--- config.mk ---
export PLATFORM = sky130hd
export DESIGN_NAME = serdes_oob_power_control
export DESIGN_NICKNAME = d
export VERILOG_FILES = /design/src/verilog/serdes_oob_pkg.sv /design/src/verilog/serdes_oob_power_control.sv
export VERILOG_INCLUDE_DIRS = /design/src /design/src/verilog
export SDC_FILE = /design/constraint.sdc
export NUM_CORES = 1
export LEC_CHECK = 0
export BUFFER_PORTS_ARGS = -buffer_cell sky130_fd_sc_hd__buf_2
export CAP_MARGIN = 10
export CORE_UTILIZATION = 46
export CTS_CLUSTER_DIAMETER = 30
export DETAILED_ROUTE_END_ITERATION = 12
export HOLD_SLACK_MARGIN = 0.03
export PLACE_DENSITY = 0.78
export SETUP_SLACK_MARGIN = 0.15
export SLEW_MARGIN = 20
export SYNTH_ARGS = -nofsm -noshare
export SYNTH_HDL_FRONTEND = slang
export SYNTH_SLANG_ARGS = --single-unit
--- constraint.sdc ---
create_clock -name mclk -period 3.6 [get_ports mclk]
set_input_delay 0.36 -clock mclk [delete_from_list [all_inputs] [get_ports mclk]]
set_output_delay 0.36 -clock mclk [all_outputs]
set_load 0.005 [all_outputs]
--- src/verilog/serdes_oob_cfg.svh ---
/*
  Constants of the lane out-of-band and power-state controller: register map, field positions,
  reset values and line timing. Assumes a 100 MHz mclk; the testbench includes this file too.
*/
// What this block does
// RQ1: COM match needs a programmable burst count, 0 to 7, default 4.
// RQ2: COM match also needs a programmable idle count, 0 to 7.
// RQ3: A counted idle is a gap of init/reset length or of wake length; the code also counts gaps of SAS length.
// RQ4: PCI Express option enables power-down modes and bonding-specific operations; the code has no bonding-specific logic.
// RQ5: Entry to P2 is timed by a 16-bit counter, default 100.
// RQ6: Exit from P2 is timed by a separate 16-bit counter, default 60.
// RQ7: Other power changes use a third 16-bit counter, default 25.
// RQ8: A 3-bit loopback input selects the data loopback test mode.
// RQ9: A 3-bit receiver status code follows the selected encoding, PCI Express or SATA.
// RQ10: Receive valid rises with symbol lock and valid data plus K flags.
// RQ11: Separate high outputs flag init, SAS and wake COM detection.
// RQ12: Receiver-detect request starts detection, gated by power, idle and disparity inputs.
// RQ13: Receiver-detect request is ignored when status encoding is SATA.
// RQ14: Electrical-idle input forces zero differential output, qualified in PCI Express mode; the code forces idle in any mode, except while a burst goes out.
// RQ15: PHY status pulses when detection or a power change completes.
// RQ16: Controlling logic drives separate transmit and receive power-down inputs.
// RQ17: After an OOB send request, a done pulse follows the last burst sent.
// RQ18: Each power counter counts cycles from the change start to its programmed value.
`ifndef SERDES_OOB_CFG_SVH
`define SERDES_OOB_CFG_SVH

`define MCLK_MHZ 100
// Least time rounds up, longest rounds down
`define NS_MIN_CYC(ns) ((((ns) * `MCLK_MHZ) + 999) / 1000)
`define NS_MAX_CYC(ns) (((ns) * `MCLK_MHZ) / 1000)

// Register byte offsets
`define REG_CTRL 12'h000
`define REG_TO_P2 12'h004
`define REG_FROM_P2 12'h008
`define REG_NON_P2 12'h00c
`define REG_STATUS 12'h010

// Control fields
`define CTRL_PCIE_BIT 0
`define CTRL_FMT_SATA_BIT 1
`define CTRL_BURST_LSB 2
`define CTRL_IDLE_LSB 5
`define CTRL_FIELD_W 3

// Reset values
`define RST_PCIE 1'b0
`define RST_FMT_SATA 1'b0
`define RST_BURSTS 3'h4
`define RST_IDLES 3'h4
`define RST_TO_P2 16'h0064
`define RST_FROM_P2 16'h003c
`define RST_NON_P2 16'h0019

// Line timing in ns, and the burst count of a sent train
`define OOB_BURST_NS 107
`define INIT_GAP_MIN_NS 304
`define INIT_GAP_MAX_NS 336
`define WAKE_GAP_MIN_NS 101
`define WAKE_GAP_MAX_NS 112
`define SAS_GAP_MIN_NS 912
`define SAS_GAP_MAX_NS 1008
`define INIT_GAP_TX_NS 320
`define WAKE_GAP_TX_NS 107
`define SAS_GAP_TX_NS 960
`define RXDET_SETTLE_NS 200
`define OOB_TX_BURSTS 4

// PCI Express status codes
`define STAT_PCIE_OK 3'h0
`define STAT_PCIE_DETECTED 3'h3

`endif

--- src/verilog/serdes_oob_pkg.sv ---
/*
  Types shared by the lane controller and its bench. Assumes nothing beyond the compiler.
*/
package serdes_oob_pkg;
  typedef enum logic [1:0] {PWR_P0 = 2'b00, PWR_P0S = 2'b01, PWR_P1 = 2'b10, PWR_P2 = 2'b11} power_t;
  typedef enum logic [1:0] {OOB_INIT, OOB_WAKE, OOB_SAS, OOB_NONE} oob_kind_t;
  typedef enum {TX_IDLE, TX_BURST, TX_GAP} tx_state_t;
  typedef enum {PW_IDLE, PW_TIMING, PW_DETECT} pw_state_t;
endpackage : serdes_oob_pkg

--- src/verilog/serdes_oob_power_control.sv ---
/*
  Out-of-band signalling and power-state control for one serial lane, with an AHB-Lite register slave.
  Assumes lineActiveRaw and partnerPresentRaw come from analog comparators (asynchronous);
  rx decoder inputs and user inputs are on mclk.
*/
`include "serdes_oob_cfg.svh"

module serdes_oob_power_control
  import serdes_oob_pkg::*;
#(
  parameter int SETTLE_CYC = `NS_MIN_CYC(`RXDET_SETTLE_NS)
) (
  // Clock and reset
  input wire logic mclk,
  input wire logic srst,
  // AHB-Lite slave
  input wire logic hsel,
  input wire logic [11:0] haddr,
  input wire logic [1:0] htrans,
  input wire logic hwrite,
  input wire logic [2:0] hsize,
  input wire logic [31:0] hwdata,
  input wire logic hready,
  output logic hreadyout,
  output logic hresp,
  output logic [31:0] hrdata,
  // User control
  input wire logic [2:0] loopback_mode,
  input wire logic [1:0] tx_power_state,
  input wire logic [1:0] rx_power_state,
  input wire logic receiver_detect_req,
  input wire logic tx_idle_force,
  input wire logic tx_disp_mode,
  input wire logic tx_disp_value,
  input wire logic oob_send_init,
  input wire logic oob_send_sas,
  input wire logic oob_send_wake,
  // User status
  output logic [2:0] rx_status_code,
  output logic rx_symbol_valid,
  output logic [31:0] rx_word,
  output logic [3:0] rx_kchar_flags,
  output logic oob_init_detected,
  output logic oob_sas_detected,
  output logic oob_wake_detected,
  output logic oob_send_done,
  output logic phy_op_done,
  // Receive decoder, same clock
  input wire logic symbolLock,
  input wire logic [31:0] decWord,
  input wire logic [3:0] decKFlags,
  // Analog line side
  input wire logic lineActiveRaw,
  input wire logic partnerPresentRaw,
  output logic txLineIdle,
  output logic txLineBurst,
  output logic txDispInvert,
  output logic [2:0] loopbackSel,
  output logic rxDetectDrive
);
  localparam int CNT_W = 10;
  localparam logic [CNT_W-1:0] BURST_CYC = CNT_W'(`NS_MIN_CYC(`OOB_BURST_NS));
  localparam logic [CNT_W-1:0] INIT_MIN = CNT_W'(`NS_MIN_CYC(`INIT_GAP_MIN_NS));
  localparam logic [CNT_W-1:0] INIT_MAX = CNT_W'(`NS_MAX_CYC(`INIT_GAP_MAX_NS));
  localparam logic [CNT_W-1:0] WAKE_MIN = CNT_W'(`NS_MIN_CYC(`WAKE_GAP_MIN_NS));
  localparam logic [CNT_W-1:0] WAKE_MAX = CNT_W'(`NS_MAX_CYC(`WAKE_GAP_MAX_NS));
  localparam logic [CNT_W-1:0] SAS_MIN = CNT_W'(`NS_MIN_CYC(`SAS_GAP_MIN_NS));
  localparam logic [CNT_W-1:0] SAS_MAX = CNT_W'(`NS_MAX_CYC(`SAS_GAP_MAX_NS));
  localparam logic [CNT_W-1:0] SETTLE = CNT_W'(SETTLE_CYC);

  function automatic logic [CNT_W-1:0] txGapLen(input oob_kind_t k);
    unique case (k)
      OOB_INIT: txGapLen = CNT_W'(`NS_MIN_CYC(`INIT_GAP_TX_NS));
      OOB_WAKE: txGapLen = CNT_W'(`NS_MIN_CYC(`WAKE_GAP_TX_NS));
      default: txGapLen = CNT_W'(`NS_MIN_CYC(`SAS_GAP_TX_NS));
    endcase
  endfunction : txGapLen

  // Registers
  logic pcieEn_q, fmtSata_q;
  logic [2:0] burstCnt_q, idleCnt_q;
  logic [15:0] toP2_q, fromP2_q, nonP2_q;
  // Bus
  logic wrPend_q;
  logic [11:0] addr_q;
  // Synchronisers
  logic [1:0] lineSync_q, partSync_q;
  logic lineActive, partnerPresent, linePrev_q;
  // OOB receive
  logic [CNT_W-1:0] gapLen_q;
  logic [2:0] burstsSeen_q, idlesSeen_q;
  oob_kind_t rxKind_q;
  logic initDet_q, sasDet_q, wakeDet_q;
  // OOB transmit
  tx_state_t txState_q;
  oob_kind_t txKind_q;
  logic [CNT_W-1:0] txCnt_q;
  logic [2:0] txBursts_q;
  logic sendDone_q;
  // Power
  pw_state_t pwState_q;
  power_t curPower_q, tgtPower_q;
  logic [15:0] pwCnt_q, pwLimit_q;
  logic phyDone_q, detected_q, detHeld_q;
  logic [2:0] status_q;
  logic rx_symbol_valid_q;
  logic [31:0] rxWord_q;
  logic [3:0] rxK_q;
  logic [2:0] loop_q;

  // Bus decode
  wire busReq = hsel & hready & htrans[1];
  wire busWr = busReq & hwrite;
  wire [31:0] ctrlWord = {24'h000000, idleCnt_q, burstCnt_q, fmtSata_q, pcieEn_q};
  wire [31:0] statWord = {23'h000000, detected_q, rx_symbol_valid_q, status_q, curPower_q,
                          pwState_q != PW_IDLE, txState_q != TX_IDLE};
  // Decoded from the address phase so the word stands for the whole data phase
  wire [31:0] rdMux = (haddr == `REG_CTRL) ? ctrlWord :
                      (haddr == `REG_TO_P2) ? {16'h0000, toP2_q} :
                      (haddr == `REG_FROM_P2) ? {16'h0000, fromP2_q} :
                      (haddr == `REG_NON_P2) ? {16'h0000, nonP2_q} :
                      (haddr == `REG_STATUS) ? statWord : 32'h00000000;

  assign hreadyout = 1'b1;
  assign hresp = 1'b0;

  always_ff @(posedge mclk) begin
    if (srst) begin
      wrPend_q <= 1'b0;
      addr_q <= 12'h000;
      hrdata <= 32'h00000000;
    end else begin
      wrPend_q <= busWr;
      if (busReq) begin
        addr_q <= haddr;
      end
      if (busReq & ~hwrite) begin
        hrdata <= rdMux;
      end
    end
  end

  always_ff @(posedge mclk) begin
    if (srst) begin
      pcieEn_q <= `RST_PCIE;
      fmtSata_q <= `RST_FMT_SATA;
      burstCnt_q <= `RST_BURSTS;
      idleCnt_q <= `RST_IDLES;
      toP2_q <= `RST_TO_P2;
      fromP2_q <= `RST_FROM_P2;
      nonP2_q <= `RST_NON_P2;
    end else if (wrPend_q) begin
      unique case (addr_q)
        `REG_CTRL: begin
          pcieEn_q <= hwdata[`CTRL_PCIE_BIT];
          fmtSata_q <= hwdata[`CTRL_FMT_SATA_BIT];
          burstCnt_q <= hwdata[`CTRL_BURST_LSB +: `CTRL_FIELD_W];
          idleCnt_q <= hwdata[`CTRL_IDLE_LSB +: `CTRL_FIELD_W];
        end
        `REG_TO_P2: toP2_q <= hwdata[15:0];
        `REG_FROM_P2: fromP2_q <= hwdata[15:0];
        `REG_NON_P2: nonP2_q <= hwdata[15:0];
        default: ;
      endcase
    end
  end

  // Line inputs pass two flops first
  always_ff @(posedge mclk) begin
    if (srst) begin
      lineSync_q <= 2'b00;
      partSync_q <= 2'b00;
      linePrev_q <= 1'b0;
    end else begin
      lineSync_q <= {lineSync_q[0], lineActiveRaw};
      partSync_q <= {partSync_q[0], partnerPresentRaw};
      linePrev_q <= lineActive;
    end
  end
  assign lineActive = lineSync_q[1];
  assign partnerPresent = partSync_q[1];

  // RQ3 gap classification
  wire burstStart = lineActive & ~linePrev_q;
  wire gapIsInit = gapLen_q >= INIT_MIN && gapLen_q <= INIT_MAX;
  wire gapIsWake = gapLen_q >= WAKE_MIN && gapLen_q <= WAKE_MAX;
  wire gapIsSas = gapLen_q >= SAS_MIN && gapLen_q <= SAS_MAX;
  wire oob_kind_t gapKind = gapIsInit ? OOB_INIT : gapIsWake ? OOB_WAKE : gapIsSas ? OOB_SAS : OOB_NONE;
  wire firstBurst = burstsSeen_q == 3'h0;
  wire kindOk = gapKind != OOB_NONE && (idlesSeen_q == 3'h0 || gapKind == rxKind_q);
  // The stored kind lags by one burst; the gap just closed names the train
  wire oob_kind_t matchKind = kindOk ? gapKind : rxKind_q;
  wire [2:0] nextBursts = (burstsSeen_q == 3'h7) ? 3'h7 : burstsSeen_q + 3'h1;
  wire [2:0] nextIdles = (firstBurst || !kindOk) ? 3'h0 : (idlesSeen_q == 3'h7) ? 3'h7 : idlesSeen_q + 3'h1;
  // RQ1 RQ2 match needs both counts
  wire comMatch = burstStart && nextBursts >= burstCnt_q && nextIdles >= idleCnt_q && (firstBurst || kindOk);
  wire gapTooLong = gapLen_q > SAS_MAX;

  always_ff @(posedge mclk) begin
    if (srst) begin
      gapLen_q <= '0;
      burstsSeen_q <= 3'h0;
      idlesSeen_q <= 3'h0;
      rxKind_q <= OOB_NONE;
      initDet_q <= 1'b0;
      sasDet_q <= 1'b0;
      wakeDet_q <= 1'b0;
    end else begin
      gapLen_q <= lineActive ? '0 : (gapTooLong ? gapLen_q : gapLen_q + 1'b1);
      // A burst after an over-long gap still counts as the first of a train
      if (burstStart) begin
        burstsSeen_q <= (firstBurst || kindOk) ? nextBursts : 3'h1;
        idlesSeen_q <= nextIdles;
        if (kindOk) begin
          rxKind_q <= gapKind;
        end
      end else if (gapTooLong) begin
        burstsSeen_q <= 3'h0;
        idlesSeen_q <= 3'h0;
      end
      // RQ11 one pulse per match
      initDet_q <= comMatch && matchKind == OOB_INIT;
      sasDet_q <= comMatch && matchKind == OOB_SAS;
      wakeDet_q <= comMatch && matchKind == OOB_WAKE;
    end
  end

  // OOB transmitter
  wire sendReq = oob_send_init | oob_send_sas | oob_send_wake;
  wire oob_kind_t reqKind = oob_send_init ? OOB_INIT : oob_send_wake ? OOB_WAKE : OOB_SAS;

  always_ff @(posedge mclk) begin
    if (srst) begin
      txState_q <= TX_IDLE;
      txKind_q <= OOB_NONE;
      txCnt_q <= '0;
      txBursts_q <= 3'h0;
      sendDone_q <= 1'b0;
    end else begin
      sendDone_q <= 1'b0;
      unique case (txState_q)
        TX_IDLE: if (sendReq) begin
          txState_q <= TX_BURST;
          txKind_q <= reqKind;
          txCnt_q <= BURST_CYC;
          txBursts_q <= 3'h0;
        end
        TX_BURST: if (txCnt_q == CNT_W'(1)) begin
          txState_q <= TX_GAP;
          txCnt_q <= txGapLen(txKind_q);
          txBursts_q <= txBursts_q + 3'h1;
        end else begin
          txCnt_q <= txCnt_q - 1'b1;
        end
        TX_GAP: if (txCnt_q != CNT_W'(1)) begin
          txCnt_q <= txCnt_q - 1'b1;
        end else if (txBursts_q == 3'(`OOB_TX_BURSTS)) begin
          txState_q <= TX_IDLE;
          // RQ17 done after last gap
          sendDone_q <= 1'b1;
        end else begin
          txState_q <= TX_BURST;
          txCnt_q <= BURST_CYC;
        end
      endcase
    end
  end

  // RQ4 power inputs only act with PCI Express enabled
  wire power_t reqPower = pcieEn_q ? power_t'(tx_power_state) : PWR_P0;
  // RQ5 RQ6 RQ7 counter selection
  wire [15:0] limitSel = (reqPower == PWR_P2) ? toP2_q : (curPower_q == PWR_P2) ? fromP2_q : nonP2_q;
  // RQ12 RQ13 detection only in P1, idle, normal disparity and PCI Express encoding
  wire detStart = receiver_detect_req && pcieEn_q && !fmtSata_q && curPower_q == PWR_P1
                  && tx_idle_force && !tx_disp_mode && !detHeld_q;

  always_ff @(posedge mclk) begin
    if (srst) begin
      pwState_q <= PW_IDLE;
      curPower_q <= PWR_P0;
      tgtPower_q <= PWR_P0;
      pwCnt_q <= 16'h0000;
      pwLimit_q <= 16'h0000;
      phyDone_q <= 1'b0;
      detected_q <= 1'b0;
      detHeld_q <= 1'b0;
    end else begin
      phyDone_q <= 1'b0;
      // A level request held past its answer must drop before it starts another probe
      if (!receiver_detect_req) begin
        detHeld_q <= 1'b0;
      end
      unique case (pwState_q)
        PW_IDLE: if (reqPower != curPower_q) begin
          pwState_q <= PW_TIMING;
          tgtPower_q <= reqPower;
          pwLimit_q <= limitSel;
          pwCnt_q <= 16'h0000;
        end else if (detStart) begin
          pwState_q <= PW_DETECT;
          pwCnt_q <= 16'h0000;
        end
        // RQ18 count to programmed value
        PW_TIMING: if (pwCnt_q >= pwLimit_q) begin
          pwState_q <= PW_IDLE;
          curPower_q <= tgtPower_q;
          // RQ15 power change complete
          phyDone_q <= 1'b1;
        end else begin
          pwCnt_q <= pwCnt_q + 16'h0001;
        end
        PW_DETECT: if (pwCnt_q[CNT_W-1:0] >= SETTLE) begin
          pwState_q <= PW_IDLE;
          detected_q <= partnerPresent;
          detHeld_q <= 1'b1;
          // RQ15 detection complete
          phyDone_q <= 1'b1;
        end else begin
          pwCnt_q <= pwCnt_q + 16'h0001;
        end
      endcase
    end
  end

  // RQ9 status encoding per format
  wire [2:0] pcieStatus = (phyDone_q && pwState_q == PW_IDLE && detected_q) ? `STAT_PCIE_DETECTED : `STAT_PCIE_OK;
  wire [2:0] sataStatus = {sasDet_q, initDet_q, wakeDet_q};
  wire rxPowered = rx_power_state == PWR_P0 || !pcieEn_q;

  always_ff @(posedge mclk) begin
    if (srst) begin
      status_q <= 3'h0;
      rx_symbol_valid_q <= 1'b0;
      rxWord_q <= 32'h00000000;
      rxK_q <= 4'h0;
      loop_q <= 3'h0;
    end else begin
      status_q <= fmtSata_q ? sataStatus : pcieStatus;
      // RQ10 valid with lock
      rx_symbol_valid_q <= symbolLock & rxPowered;
      rxWord_q <= decWord;
      rxK_q <= decKFlags;
      // RQ8 loopback select
      loop_q <= loopback_mode;
    end
  end

  assign rx_status_code = status_q;
  assign rx_symbol_valid = rx_symbol_valid_q;
  assign rx_word = rxWord_q;
  assign rx_kchar_flags = rxK_q;
  assign oob_init_detected = initDet_q;
  assign oob_sas_detected = sasDet_q;
  assign oob_wake_detected = wakeDet_q;
  assign oob_send_done = sendDone_q;
  assign phy_op_done = phyDone_q;
  assign loopbackSel = loop_q;
  assign txLineBurst = txState_q == TX_BURST;
  // RQ14 idle when forced or powered down, but bursts still go out
  assign txLineIdle = !txLineBurst && (tx_idle_force || curPower_q != PWR_P0);
  assign txDispInvert = pcieEn_q && tx_disp_mode && tx_disp_value;
  assign rxDetectDrive = pwState_q == PW_DETECT;
endmodule : serdes_oob_power_control
==> results of run 1 <==
-- synthesized netlist by cell type, types with 6 or more instances --
| cell type | n | area [µm²] |
|---|---|---|
| a221o_1 | 6 | 60.06 |
| buf_4 | 19 | 142.6 |
| ha_1 | 42 | 525.5 |
| xor2_1 | 10 | 87.58 |
| or4_1 | 6 | 45.04 |
| nor3_1 | 19 | 95.09 |
| nor2_1 | 97 | 364.1 |
| nand4_1 | 8 | 50.05 |
| o22ai_1 | 6 | 37.54 |
| or2_2 | 6 | 37.54 |
| nand3b_1 | 15 | 112.6 |
| nand2_1 | 186 | 698.2 |
| a21boi_0 | 8 | 60.06 |
| a211o_1 | 11 | 96.34 |
| a21o_1 | 15 | 112.6 |
| nor4_1 | 7 | 43.79 |
| o32ai_1 | 10 | 87.58 |
| dfxtp_1 | 213 | 4264 |
| a21oi_1 | 102 | 510.5 |
| o221ai_1 | 7 | 61.31 |
| clkbuf_1 | 62 | 232.7 |
| mux2i_1 | 12 | 120.1 |
| o21ai_0 | 36 | 180.2 |
| nor2b_1 | 52 | 325.3 |
| a311oi_1 | 21 | 183.9 |
| nand2b_1 | 11 | 68.82 |
| nand3_1 | 46 | 230.2 |
| or3_1 | 18 | 112.6 |
| inv_1 | 63 | 236.5 |
| a22oi_1 | 6 | 45.04 |
-- metrics by stage --
stage	cell area (µm²)	std cells	hold slack, ps	total power, mW
floorplan	10030	1226	413.8	2.897
global placement	10810	1578	421.5	3.047
detailed placement	10810	1578	437.8	3.062
CTS	12390	1661	31.02	7.214
global route	12420	1662	37.77	7.418
finish	12430	1663	44.90	7.153
-- layout make-up --
type,count,area share
multi-input combinational,858,0.4115
timing repair buffer,173,0.07461
antenna,1,0.0002014
tap,275,0.02769
clock inverter,27,0.02578
clock buffer,53,0.09787
sequential,213,0.3433
inverter,63,0.01903
-- cells by family (layout without fill, tap and decap cells) --
family	Yosys count	count (layout)
xor+xnor	15	15
other cells	2	19
compound gates	266	266
buf+inv	155	316
flops	213	213
simple gates	505	505
mux	12	12
fa+ha+maj	42	42
-- worst max-delay path, cell delays in order, from the launching register on --
cell      delay [ps]
dfxtp_2          370
or4b_4           590
o32ai_2          180
nand3_1          170
mux2i_1          190
or4_4            520
a21o_2           220
ha_1             260
nand2b_1         140
a21o_1           190
a21oi_2          140
nor3_2            50
o21ai_2           90
nor3_1            70
-- how the worst min path moves through the flow --
| stage | endpoint | slack, ps |
|---|---|---|
| 2_1_floorplan | lineSync_q[1] | 410 |
| 5_1_grt | rx_word[10] | 40 |
| 3_3_place_gp | lineSync_q[1] | 420 |
| 6_report | loopbackSel[0] | 40 |
| 3_5_place_dp | lineSync_q[1] | 440 |
| 4_1_cts | rx_word[10] | 30 |
-- per-layer routing --
layer	routed length, µm	share of wire	vias to the layer above	global-route usage
li1	-	-	4449	-
met1	10450	0.42	4227	0.2627
met4	854	0.034	0	0.1015
met5	0	0	-	0
met2	12000	0.48	348	0.3877
met3	1798	0.072	69	0.05688
-- state kept, by name (all words and copies together), names as in the netlist, 4 cells and up --
signal	flops
gapLen_q	10
addr_q	12
rx_kchar_flags	4
nonP2_q	16
txCnt_q	10
rx_word	32
fromP2_q	16
hrdata	16
toP2_q	16
pwLimit_q	16
pwCnt_q	16
-- timing repair --
action                                  CTS  global route
gates resized for setup                   2             7
endpoints found under the setup margin    3             3
endpoints found under the hold margin     3             0
cloned                                    0             0
hold buffers                              3             0
pin swaps                                 0             3
setup buffers                             0             1
-- report_power, final --
group          total, mW  internal (mW)  switching (mW)
registers           2.47           2.43          0.0409
clock network       4.12           2.83            1.30
logic              0.559          0.233           0.326
total               7.15           5.49            1.66
==> out/results.txt, run 1 <==
Max cap viols: 0
Register area: 4267 µm²
Placer congestion estimate: 0.8184
Post-Route WL: 25100 µm
Crit path to: oob_sas_detected
CP Capture Type: flop
Detailed-route wire length per cell: 15.09 µm
I/O Pins: 193
Minimum setup slack among reg-to-reg paths: 300 ps
Clk buf depth: 3
Xor/xnor share of the synthesized area: 0.01318
Filler Cell Count: 1844
Synth Flop Type: dfxtp_1
Status: complete, no violations
Largest family of logic cells by synthesized area: simple AND/OR/NAND/NOR gates
1st-pass router iterations: 5
WP data arrival: 3700 ps
Port buffer count: 154
Post-synthesis adder-cell area fraction: 0.05271
Global route total overflow: 0
Tmin final: 3303 ps
Register bit total from synthesis: 213
VDD IR max: 0.5266 mV
Starting Density: 0.4713
Reg-to-Reg Start: gapLen_q[3]
Detail Placement HPWL: 16450 µm
Max transition margin: 0.4156
Core area: 21150 µm²
# rows: 53
WS Path Type: flop to flop
Mapped Area: 9970 µm²
Most frequent cells in the layout: dfxtp_1, nand2_1, buf_2
Post-Place Setup Slack: 131.8 ps
Post-synth EDFFs: 0
Mux contribution to synthesized area: 0.01205
Worst Skew: 9.979 ps
Largest net degree at the start of global routing: 122
Compound-cell area share of the yosys netlist: 0.1778
Commonest non-fill, non-tap cell in the layout: dfxtp_1
Multi-input gate area: 5114 µm²
Synthesized instance count: 1210
DIE AREA: 22270 µm²
Final Util: 0.5874
Yosys cell types: 74
Simple-gate portion of the synthesized area: 0.2466
Final WS setup: 296.9 ps
CTS Sinks: 213
Reg2reg path depth: 13
Final TNS setup: 0 ps
RSZ-0062 raised after global routing: false
Sequential share of the synthesized area: 0.4277
Critical path origin: gapLen_q[3]
Antenna violations before repair: 2
TritonCTS clock tree: yes
First-pass GRT wire length: 40640 µm
Vias in the first global route: 8578
Die X: 149.2 µm
Clk_lat worst skew: 530 ps
Crit-path max FO: 8
Critical path startpoint category: flop
Nets: 1502
Final number of setup-violating endpoints: 0
HP Start: loopback_mode[0]
Worst-margin pin slew: 876.6 ps
Clk root buf: clkbuf_16
Fin crit share: 0.9175
Layout area overhead: 24.65%
Leak: 5.015 nW
Req. time, crit path: 4000 ps
Final hold violations: 0
Syn avg cell area: 8.239 µm²
Vias: 9093
H-tree Lvls: 2
Worst R2R End: oob_sas_detected
Routed Antenna Nets: 0
Register clock-pin slew on the reported worst setup and hold paths: 50 ps
Warnings from Yosys: 0
Hold Path Class: input port to flop
Share of cells above drive strength 1: 0.1990
Clock buffer count from CTS: 44
Total GRT Usage: 0.2254
Drt initial violations: 554
FMAX: 302.7 MHz
Asr flop ratio synth: 0
Power Density: 575.6 nW/µm²
DRC violations left: 0
Die Y: 149.2 µm
Vias per inst: 5.468
Slew Limit Fails: 0
Hold path depth: 2
Note: power is estimated with default switching activity, not from simulation.
==> run 2: changes to the inputs <==
- SETUP_SLACK_MARGIN: 0.15 -> 0.3
==> out/results.txt, run 2 (synthesis gave the netlist of run 1 again) <==
Share of cells above drive strength 1: 0.2120 (+0.01300)
Max transition margin: 0.4146 (-0.0009780)
Vias in the first global route: 8694 (+1.4%)
CP peak stage delay: 580 ps (about the same)
Crit-path max FO: 4 (-4)
Most frequent cells in the layout: dfxtp_1, nand2_1, buf_2
Max cap viols: 0 (unchanged)
Final TNS setup: 0 ps (unchanged)
First-pass GRT wire length: 41250 µm (+1.5%)
Worst-margin pin slew: 878.1 ps (+1.467 ps)
Power consumption: 7.156 mW (about the same)
Hold Path Class: input port to flop
Port buffer count: 154 (unchanged)
Clk root buf: clkbuf_16
CTS Sinks: 213 (unchanged)
Final hold violations: 0 (unchanged)
Grt met1 use: 0.2654 (+0.002671)
Placer congestion estimate: 0.8184 (unchanged)
Number of flip-flops in the largest register: 32 (unchanged)
CP Capture Type: flop
Nets: 1516 (+0.93%)
1st-pass router iterations: 6 (+1)
Clk_lat worst skew: 530 ps (about the same)
Cell Chain, Critical Path: or4b_4, o32ai_4, nand3_2, buf_4, buf_4, buf_4, buf_4, buf_4, buf_4, buf_4, buf_4, buf_4, buf_4, buf_4, o22ai_4, nor2_1, a211o_1
Commonest non-fill, non-tap cell in the layout: dfxtp_1
# rows: 53 (unchanged)
Die X: 149.2 µm (unchanged)
Total GRT Usage: 0.2290 (+0.003616)
Tmin final: 3205 ps (-97.98 ps)
TritonCTS clock tree: yes
Grt met2 use: 0.3963 (+0.008605)
Post-Route WL: 25640 µm (+2.1%)
Detailed-route wire length per cell: 15.29 µm (+1.3%)
RSZ-0062 raised after global routing: true
Vias: 9200 (+1.2%)
Vias per inst: 5.486 (+0.33%)
Layout area overhead: 26.41%
Req. time, crit path: 4010 ps (about the same)
Slew Limit Fails: 0 (unchanged)
Register clock-pin slew on the reported worst setup and hold paths: 50 ps (about the same)
Routed Antenna Nets: 0 (unchanged)
Starting Density: 0.4713 (unchanged)
Status: complete, no violations
Largest net degree at the start of global routing: 122 (unchanged)
WS Path Type: flop to flop
Slowest CP cell: or4b_4
H-tree Lvls: 2 (unchanged)
Top Usage Layer GRT: met2
Critical path startpoint category: flop
Leak: 5.094 nW (+1.6%)
Core area: 21150 µm² (unchanged)
Detail Placement HPWL: 16450 µm (unchanged)
Drt initial violations: 586 (+5.8%)
Most frequent cell on the critical path: buf_4
Worst Skew: 11.10 ps (+1.124 ps)
I/O Pins: 193 (unchanged)
VDD IR max: 0.5273 mV (+0.12%)
Global route total overflow: 0 (unchanged)
DIE AREA: 22270 µm² (unchanged)
Antenna violations before repair: 2 (unchanged)
Clock buffer count from CTS: 44 (unchanged)
FMAX: 312.0 MHz (+3.1%)
Met3 usage: 0.05719 (+0.0003058)
Clk buf depth: 3 (unchanged)
WP data arrival: 3620 ps (-80 ps)
Power Density: 567.9 nW/µm² (-1.3%)
Die Y: 149.2 µm (unchanged)
Final number of setup-violating endpoints: 0 (unchanged)
DRC violations left: 0 (unchanged)
Fin crit share: 0.8903 (-0.02722)
[run 2: worst paths after layout]
check	cells past startpoint	from	endpoint	slack (ps)
hold / removal	2	loopback_mode[0]	loopbackSel[0]	40
setup / recovery	17	gapLen_q[4]	rxKind_q[1]	390
hold reg to reg	1	lineSync_q[0]	lineSync_q[1]	450
setup reg to reg	17	gapLen_q[4]	rxKind_q[1]	390
[run 2: what timing repair did]
action                                  CTS  global route
hold endpoints to repair                  3             0
endpoints found under the setup margin    3             4
pin swaps                                 2             5
hold buffers                              3             0
resized for setup                         6            15
buffers inserted                         12             3
[run 2: stage by stage]
stage / util / hold WS (ps) / area [µm²] / setup slack, ps / instances
6_report: 0.5957 / 44.74 / 12600 / 394.9 / 1677
5_1_grt: 0.5956 / 37.75 / 12600 / 232.3 / 1676
4_1_cts: 0.5907 / 31.02 / 12500 / 300.5 / 1673
3_5_place_dp: 0.5110 / 437.8 / 10810 / 131.8 / 1578
3_3_place_gp: 0.5110 / 421.5 / 10810 / 214.3 / 1578
2_1_floorplan: - / 413.8 / 10030 / 361.6 / 1226
[run 2: report_power, final]
group / internal [mW] / leakage [nW] / switching [mW]
clock network: 2.83 / 0.751 / 1.30
logic: 0.234 / 2.61 / 0.330
registers: 2.43 / 1.74 / 0.0410
[run 2: critical path, delay by kind of cell, from the launching register on]
kind | cells | cell delay [ps]
flip-flops | 1 | 350
AND/OR/NAND/NOR | 3 | 770
AO/OA/AOI/OAI | 3 | 580
buffers and inverters | 11 | 1390
[run 2: final cells by class]
cell class / instances / area, µm²
antenna: 1 / 2.502
clock buffer: 53 / 1216
clock inverter: 27 / 320.3
fill: 1812 / 8552
inverter: 63 / 236.5
multi-input combinational: 858 / 5177
sequential: 213 / 4273
tap: 275 / 344.1
timing repair buffer: 187 / 1032
[run 2: layer usage]
metal  vias up  share of wire  wire, µm
met5         -              0         0
met4         0          0.032       823
met3        69          0.073      1861
met2       364           0.49     12440
met1      4287           0.41     10510
li1       4480              -         -
